==> src/core/pmic_flags_cfg.svh <==
// How it works
// - status bit 7 shows freshness seal: 0 intact, 1 broken
// - status bit 6 shows nvm changed from factory defaults
// - status bit 5 is adapter-detect pin inverted
// - status bit 4 is push-button pin inverted
// - status bits 3:2 give sequencer state 0..3
// - status bits 1:0 give coin-cell charge level 0..3
// - status bits have no reset, all eight follow live state
// - shutdown enable plus low power-fail output forces all rails off
// - with shutdown enable clear, power-fail output is ignored
// - writing one to trigger bit starts measurement, bit self-clears
// - control resets to zero, bits 7:2 read zero
// - on wake each flag set if its rail stayed on in suspend
// - flag reads zero after power-up from off or rail off
// - flag register read-only, resets to zero
`ifndef PMIC_FLAGS_CFG_SVH
`define PMIC_FLAGS_CFG_SVH
`define ADDR_DEVICE_STATUS 8'h05
`define ADDR_DEVICE_CONTROL 8'h06
`define ADDR_SUSPEND_RAIL_FLAGS 8'h07
`define BIT_SEAL 7
`define BIT_NVM 6
`define BIT_ADAPTER 5
`define BIT_BUTTON 4
`define BIT_PF_EN 1
`define BIT_CC_TRIG 0
`define BIT_STATE_HI 3
`define BIT_STATE_LO 2
`define BIT_CHARGE_HI 1
`define BIT_CHARGE_LO 0
`define RST_CONTROL 8'h00
`define RST_PF_EN 1'h0
`define RST_CC_TRIG 1'h0
`define RST_SHUTDOWN 1'h0
`define RST_FLAGS 8'h00
`define RST_READ 8'h00
`endif

==> src/core/pmic_flags_pkg.sv <==
package pmic_flags_pkg;
	typedef enum logic [1:0] {
		seq_transition = 2'b00,
		seq_wait_power_enable = 2'b01,
		seq_active = 2'b10,
		seq_suspend = 2'b11
	} seq_state_e;
endpackage : pmic_flags_pkg

==> src/core/suspend_flag_capture.sv <==
`timescale 1ns/1ns
`include "pmic_flags_cfg.svh"
module suspend_flag_capture (
	// clock and reset
	input wire logic i_mclk,
	input wire logic i_resetn,
	// sequencer view
	input wire pmic_flags_pkg::seq_state_e i_state,
	input wire logic i_from_off,
	input wire logic [7:0] i_rail_on,
	// flags
	output logic [7:0] o_flags
);
	pmic_flags_pkg::seq_state_e prev_state;

	// remember last state to find the suspend exit
	always_ff @(posedge i_mclk) begin
		if (!i_resetn) begin
			prev_state <= pmic_flags_pkg::seq_transition;
		end else begin
			prev_state <= i_state;
		end
	end

	// capture rail enables once per wake, clear on power-up from off, hold otherwise
	always_ff @(posedge i_mclk) begin
		if (!i_resetn) begin
			o_flags <= `RST_FLAGS;
		end else if (i_from_off) begin
			o_flags <= `RST_FLAGS;
		end else if (prev_state == pmic_flags_pkg::seq_suspend &&
				i_state != pmic_flags_pkg::seq_suspend) begin
			// rails sampled in the first cycle after leaving suspend, not the previous one
			o_flags <= i_rail_on;
		end
	end
endmodule : suspend_flag_capture

==> src/core/pmic_status_control_flags.sv <==
`timescale 1ns/1ns
`include "pmic_flags_cfg.svh"
module pmic_status_control_flags (
	// clock and reset
	input wire logic i_mclk,
	input wire logic i_resetn,
	// register port
	input wire logic i_reg_wr,
	input wire logic i_reg_rd,
	input wire logic [7:0] i_reg_addr,
	input wire logic [7:0] i_reg_wdata,
	output logic [7:0] o_reg_rdata,
	// device state inputs
	input wire logic i_freshness_seal,
	input wire logic i_nvm_modified,
	input wire logic i_adapter_detect_input,
	input wire logic i_push_button_input,
	input wire pmic_flags_pkg::seq_state_e i_seq_state,
	input wire logic [1:0] i_coin_cell_charge_level,
	input wire logic i_powerfail_output_n,
	input wire logic i_from_off,
	// rail enables, bit order as flag register
	input wire logic [7:0] i_rail_on,
	// outputs to sequencer and coin-cell adc
	output logic o_powerfail_shutdown,
	output logic o_coin_cell_measure_start,
	output logic o_powerfail_shutdown_enable
);
	// flag register contents from the capture block
	logic [7:0] flags;

	// live status word, rebuilt every cycle
	logic [7:0] status_word;

	// control word as software reads it back
	logic [7:0] control_word;

	// decoded write strobes
	logic ctl_wr;
	logic trig_wr;

	// decoded read selects
	logic sel_status;
	logic sel_control;
	logic sel_flags;

	// next values, one per stored item
	logic next_pf_en;
	logic next_measure_start;
	logic next_shutdown;
	logic [7:0] next_rdata;

	// address match, shared by the write and read decoders
	function automatic logic addr_hit(
		input logic [7:0] addr,
		input logic [7:0] target
	);
		return addr == target;
	endfunction : addr_hit

	// status packing; both pins are active low, so their bits invert
	function automatic logic [7:0] pack_status(
		input logic seal,
		input logic nvm,
		input logic adapter_pin,
		input logic button_pin,
		input logic [1:0] state,
		input logic [1:0] charge
	);
		logic [7:0] word;
		word = `RST_READ;
		word[`BIT_SEAL] = seal;
		word[`BIT_NVM] = nvm;
		word[`BIT_ADAPTER] = ~adapter_pin;
		word[`BIT_BUTTON] = ~button_pin;
		word[`BIT_STATE_HI:`BIT_STATE_LO] = state;
		// charge is only meaningful after a measurement
		word[`BIT_CHARGE_HI:`BIT_CHARGE_LO] = charge;
		return word;
	endfunction : pack_status

	// control packing; reserved bits and the trigger read zero
	function automatic logic [7:0] pack_control(
		input logic pf_en
	);
		logic [7:0] word;
		word = `RST_CONTROL;
		word[`BIT_PF_EN] = pf_en;
		return word;
	endfunction : pack_control

	// rail flags captured on each wake from suspend
	suspend_flag_capture u_flags (
		.i_mclk(i_mclk),
		.i_resetn(i_resetn),
		.i_state(i_seq_state),
		.i_from_off(i_from_off),
		.i_rail_on(i_rail_on),
		.o_flags(flags)
	);

	// write decode; writes to read-only addresses fall through
	always_comb begin
		ctl_wr = i_reg_wr && addr_hit(i_reg_addr, `ADDR_DEVICE_CONTROL);
		trig_wr = ctl_wr && i_reg_wdata[`BIT_CC_TRIG];
	end

	// read decode, one select per mapped register
	always_comb begin
		sel_status = addr_hit(i_reg_addr, `ADDR_DEVICE_STATUS);
		sel_control = addr_hit(i_reg_addr, `ADDR_DEVICE_CONTROL);
		sel_flags = addr_hit(i_reg_addr, `ADDR_SUSPEND_RAIL_FLAGS);
	end

	// live status word assembly
	always_comb begin
		status_word = pack_status(
			i_freshness_seal,
			i_nvm_modified,
			i_adapter_detect_input,
			i_push_button_input,
			i_seq_state,
			i_coin_cell_charge_level
		);
	end

	// control read-back view
	always_comb begin
		control_word = pack_control(o_powerfail_shutdown_enable);
	end

	// shutdown enable holds until software rewrites it
	always_comb begin
		next_pf_en = o_powerfail_shutdown_enable;
		if (ctl_wr) begin
			next_pf_en = i_reg_wdata[`BIT_PF_EN];
		end
	end

	// trigger never stores, so it looks self-clearing to software
	always_comb begin
		next_measure_start = trig_wr;
	end

	// comparator is ignored unless shutdown is enabled
	always_comb begin
		next_shutdown = o_powerfail_shutdown_enable &&
			!i_powerfail_output_n;
	end

	// read mux; data holds between reads so the host may sample late
	always_comb begin
		next_rdata = o_reg_rdata;
		if (i_reg_rd) begin
			if (sel_status) begin
				next_rdata = status_word;
			end else if (sel_control) begin
				next_rdata = control_word;
			end else if (sel_flags) begin
				next_rdata = flags;
			end else begin
				next_rdata = `RST_READ;
			end
		end
	end

	// shutdown enable bit; other bits of control stay zero
	always_ff @(posedge i_mclk) begin
		if (!i_resetn) begin
			o_powerfail_shutdown_enable <= `RST_PF_EN;
		end else begin
			o_powerfail_shutdown_enable <= next_pf_en;
		end
	end

	// one-cycle measurement start pulse to the coin-cell adc
	always_ff @(posedge i_mclk) begin
		if (!i_resetn) begin
			o_coin_cell_measure_start <= `RST_CC_TRIG;
		end else begin
			o_coin_cell_measure_start <= next_measure_start;
		end
	end

	// registered shutdown request, one cycle behind the comparator;
	// the extra cycle is traded for a glitch-free output
	always_ff @(posedge i_mclk) begin
		if (!i_resetn) begin
			o_powerfail_shutdown <= `RST_SHUTDOWN;
		end else begin
			o_powerfail_shutdown <= next_shutdown;
		end
	end

	// read data registered; unmapped reads return zero
	always_ff @(posedge i_mclk) begin
		if (!i_resetn) begin
			o_reg_rdata <= `RST_READ;
		end else begin
			o_reg_rdata <= next_rdata;
		end
	end
endmodule : pmic_status_control_flags

==> config.mk <==
export PLATFORM = sky130hd
export DESIGN_NAME = pmic_status_control_flags
export DESIGN_NICKNAME = d
export VERILOG_FILES = /design/src/core/pmic_flags_pkg.sv /design/src/core/suspend_flag_capture.sv /design/src/core/pmic_status_control_flags.sv
export VERILOG_INCLUDE_DIRS = /design/src /design/src/core
export SDC_FILE = /design/constraint.sdc
export NUM_CORES = 1
export LEC_CHECK = 0
export ABC_CLOCK_PERIOD_IN_PS = 3400
export BUFFER_PORTS_ARGS = -buffer_cell sky130_fd_sc_hd__buf_2
export CORE_UTILIZATION = 40
export CTS_BUF_LIST = sky130_fd_sc_hd__clkbuf_8
export CTS_CLUSTER_SIZE = 30
export DETAILED_ROUTE_END_ITERATION = 10
export GPL_TIMING_DRIVEN = 0
export PLACE_DENSITY = 0.82
export SLEW_MARGIN = 20
export SYNTH_ARGS = -nofsm -noshare
export SYNTH_HDL_FRONTEND = slang
export SYNTH_SLANG_ARGS = --single-unit
==> constraint.sdc <==
create_clock -name i_mclk -period 3.4 [get_ports i_mclk]
set_clock_uncertainty 0.2 [all_clocks]
set_input_delay 0.68 -clock i_mclk [delete_from_list [all_inputs] [get_ports i_mclk]]
set_output_delay 0.68 -clock i_mclk [all_outputs]
set_load 0.05 [all_outputs]
---- Yosys cells after proc, flatten, opt, wreduce, memory -nomap -nowiden ----
Index checks and enable logic that the tools add are counted.
word-level totals
  input port bits ......................... 38
  output and inout bits ................... 11
  bits in registers ....................... 21
cells by class
  reduce and logical (&&, ||, !) cells .... 6
  muxes and demuxes ....................... 3
  equal/unequal tests ..................... 5
  bitwise operators ....................... 3
operators by type and width
  cell                count
  $eq 8x3->1 const B  3
  $mux 8              3
  $logic_and 1x1->1   4
  $not 1->1           3
  $eq 2x2->1 const B  1
  $ne 2x2->1 const B  1
  $reduce_or 2->1     1
  $logic_not 1->1     1

---- Longest topological paths before layout ----
  depth after elaboration ................. 4
  depth in mapped cells ................... 4

---- By module ----
Synthesis repeated with hierarchy kept, for this count alone.
unflattened totals
  cells, all modules ...................... 96
  area total of the unflattened synthesis .. 955.9 µm²
by module, submodules not included
  module                     area each (µm²)  sequential area each (µm²)  instances  cells each
  pmic_status_control_flags  554.3            220.2                       1          53
  suspend_flag_capture       401.6            200.2                       1          43

---- Least setup slack after synthesis ----
OpenSTA, ideal clock, no wires.
  path type ............................... input to register
  start ................................... in i_reg_addr[3]
  end ..................................... reg o_powerfail_shutdown_enable
  setup slack ............................. 1.363 ns
  stages .................................. 3
  required time ........................... 3.128 ns
  library setup time ...................... 0.072 ns
  buffers on the path ..................... 0
  arrival ................................. 1.765 ns
  path through ............................ or4b_4 -> nor4_1 -> mux2i_1
between the ends
  longest elaborated chain between the ends .. 2
ends and longest elaborated chain
  what                    line                              text
  start: declaration      pmic_status_control_flags.sv:10   input wire logic [7:0] i_reg_addr,
  $eq 8x3->1              pmic_status_control_flags.sv:58   return addr == target;
  $logic_and 1x1->1       pmic_status_control_flags.sv:104  ctl_wr = i_reg_wr && addr_hit(i_reg_addr, `ADDR_DEVICE_CONTROL);
  end signal: assignment  pmic_status_control_flags.sv:170  o_powerfail_shutdown_enable <= `RST_PF_EN;
  end signal: assignment  pmic_status_control_flags.sv:172  o_powerfail_shutdown_enable <= next_pf_en;
  end: declaration        pmic_status_control_flags.sv:27   output logic o_powerfail_shutdown_enable
No other way between the ends.
A chain may end at the register's enable or synchronous reset.

---- Worst setup path after layout ----
  start ................................... in i_reg_addr[3]
  end ..................................... reg o_reg_rdata[6]
between the ends
  longest elaborated chain between the ends .. 4
  elaborated cells between the ends (all ways) .. 6
ends and longest elaborated chain
  what                    line                              text
  $eq 8x3->1              pmic_status_control_flags.sv:58
  $mux 8                  pmic_status_control_flags.sv:159  end else if (sel_flags) begin
  $mux 8                  pmic_status_control_flags.sv:157  end else if (sel_control) begin
  $mux 8 (*)              pmic_status_control_flags.sv:155  if (sel_status) begin
  end signal: assignment  pmic_status_control_flags.sv:198  o_reg_rdata <= `RST_READ;
  end signal: assignment  pmic_status_control_flags.sv:200  o_reg_rdata <= next_rdata;
  end: declaration        pmic_status_control_flags.sv:12   output logic [7:0] o_reg_rdata,
Mark *: on every way between the ends. The rest lies on a longest branch, timed or not.

==> results.cfg <==
[outcome]
status = finished, final reports clean

[cts]
cts_tree = yes
cts_made_buffers = 3
clockBufferDepth = 2
cts_setup_buffers = 0
cts_root_buf = clkbuf_8
cts_sinks = 21
clkSlewWorstSetupHoldPaths_ns = 0.07
htreeDepth = 1
ctsHoldBuffers = 0
post_cts_resize_count = 0
insertion_delay_ns = 0.26

[critical_path]
r2r_start = u_flags.prev_state[0]$_SDFF_PN0_
cp-end-kind = flip-flop
rr_worst_depth = 4
r2r-end = u_flags.o_flags[6]$_SDFFE_PP0P_
required_ns = 3.40
arrival_ns = 2.02
crit_type = in2reg
crit_path_start_kind = input pin
crit_fanout = 7
rrSetupSlack_ns = 1.88

[die]
io_pins = 49
die_width_um = 50.60
fp.dieH_um = 50.60
die-area_sq_um = 2560
core_sq_um = 2212
start_util = 0.4270
num_rows = 17

[final_layout]
fin_cells = 169
final_cell_mix = buf_2, dfxtp_1, o21ai_0
n_fill_cell = 218
nets = 180
drive_above_1_share = 0.4255
areaGrowthSynthToFinish_pct = 30.73
layout_commonest_cell = buf_2
insertedDiodeCount = 0

[route]
met3_length_um = 164
routed_wl_um = 2169
dr_wl_met2_um = 1014
dr.pass1.iters = 4
routed_via_density = 5.337
top_layer = met4
met1Wirelength_um = 953
num_vias = 902
post_drt_wl_per_cell_um = 12.83
drc = 0
antenna_left = 0
drt_iter0_markers = 11

[timing]
tightest_slew_ns = 0.4880
fin_tns_setup_ns = 0
post-route-period-util = 0.5952
slew_headroom = 0.6747
hold_viol_final = 0
fin_crit_ns = 2.024
layout_setup_ws_ns = 1.376
maxSlewViolCount = 0
rsz0062_at_grt = false
max_freq_ghz = 0.4941
finalSetupViolCount = 0

[yosys]
synth_nets = 133
yosys_register_bits = 21
seq_area_frac_synth = 0.4450
yosysWarnings = 0
synth_cells = 95
netlist_area_sq_um = 944.7
syn_avg_cell_area_sq_um = 9.944
synth.distinct_cells = 20

[hold_path]
hold_depth = 2
hold_class = reg2reg
hold_start = u_flags.o_flags[7]$_SDFFE_PP0P_
min_to = u_flags.o_flags[7]$_SDFFE_PP0P_

[pwr]
power_density_nw_per_um2 = 366.5
p_leak_nw = 0.5319
peakVddDrop_v = 0.0002759
power_mw = 0.4525

[global_route]
overflow = 0
grt_max_degree = 12
grt_pass1_wl_um = 3629
antenna_found_initial = 0
groute.usage.overall = 0.1875
grt_pass1_vias = 858

[place]
dp.cells = 165
dpl.hpwl_um = 1639
port_buffers = 42
post-place-ws_ns = 1.113
gp_congestion = 0.7249

[run]
maxCapViolCount = 0
registers in the layout, summed over array words and instances, names as in the netlist:
signal / flops
u_flags.o_flags: 8
u_flags.prev_state: 2
o_powerfail_shutdown_enable: 1
o_powerfail_shutdown: 1
o_reg_rdata: 8
o_coin_cell_measure_start: 1
synth_stat cells:
master	number	area, sq um
a21oi_1	8	40.04
a32o_1	8	80.08
and2_1	4	25.02
and3_1	1	6.260
and3b_1	1	8.760
buf_1	1	3.750
clkbuf_1	5	18.77
dfxtp_1	21	420.4
mux2_2	5	56.30
mux2i_1	3	30.03
nand2_1	6	22.52
nand2b_1	1	6.260
nand3b_1	1	7.510
nor2b_1	8	50.05
nor3_1	1	5.000
nor4_1	1	6.260
nor4b_4	1	23.77
o21ai_0	10	50.05
or3b_2	8	70.07
or4b_4	1	13.76
logic make-up after synthesis:
kind of cell           after synthesis  share of synthesized area
AOI/OAI and AO/OA                   26                     0.1801
buffers and inverters                6                    0.02384
DFF                                 21                     0.4450
muxes                                8                    0.09139
and+or+nand+nor                     34                     0.2596
metrics by stage:
| stage | utilization | instance area [sq um] | hold slack (ns) |
|---|---|---|---|
| final | 0.5583 | 1235 | 0.2791 |
| after detailed placement | 0.5379 | 1190 | 0.2698 |
| after CTS | 0.5583 | 1235 | 0.2802 |
| after global routing | 0.5583 | 1235 | 0.3118 |
| after floorplan | - | 944.7 | 0.2500 |
| after global placement | 0.5379 | 1190 | 0.2655 |
how the worst max path moves through the flow:
stage / startpoint / endpoint / slack [ns] / cells after the start
floorplan: i_reg_addr[3] / o_powerfail_shutdown_enable$_SDFFE_PN0P_ / 1.36 / 3
global placement: i_reg_addr[3] / o_reg_rdata[4]$_SDFFE_PN0P_ / 1.16 / 4
detailed placement: i_reg_addr[3] / o_reg_rdata[6]$_SDFFE_PN0P_ / 1.11 / 4
CTS: i_reg_addr[3] / o_reg_rdata[6]$_SDFFE_PN0P_ / 1.39 / 4
global route: i_reg_addr[3] / o_reg_rdata[7]$_SDFFE_PN0P_ / 1.34 / 4
finish: i_reg_addr[3] / o_reg_rdata[6]$_SDFFE_PN0P_ / 1.38 / 4
power breakdown:
group | internal [mW] | leakage [nW] | switching, mW
registers | 0.248 | 0.170 | 0.000638
clock network | 0.0804 | 0.0269 | 0.0770
logic | 0.0238 | 0.335 | 0.0230
metal layers:
| layer | vias up | global-route usage |
|---|---|---|
| met5 | - | 0 |
| li1 | 442 | - |
| met4 | 0 | 0.05556 |
| met1 | 419 | 0.2181 |
| met3 | 4 | 0.07273 |
| met2 | 37 | 0.3156 |
critical path, cell delays in order:
cell	delay, ns
buf_2	0.09
or4b_4	0.56
nor4b_4	0.45
a32o_1	0.24
layout make-up:
class / instances / area [sq um] / area share
clock inverter: 1 / 3.754 / 0.003040
buffer: 6 / 22.52 / 0.01824
clock buffer: 3 / 41.29 / 0.03343
tap: 28 / 35.03 / 0.02837
timing repair buffer: 42 / 210.2 / 0.1702
sequential: 21 / 420.4 / 0.3404
multi-input combinational: 68 / 501.7 / 0.4063
No activity file was read; power rests on OpenSTA's default activity.
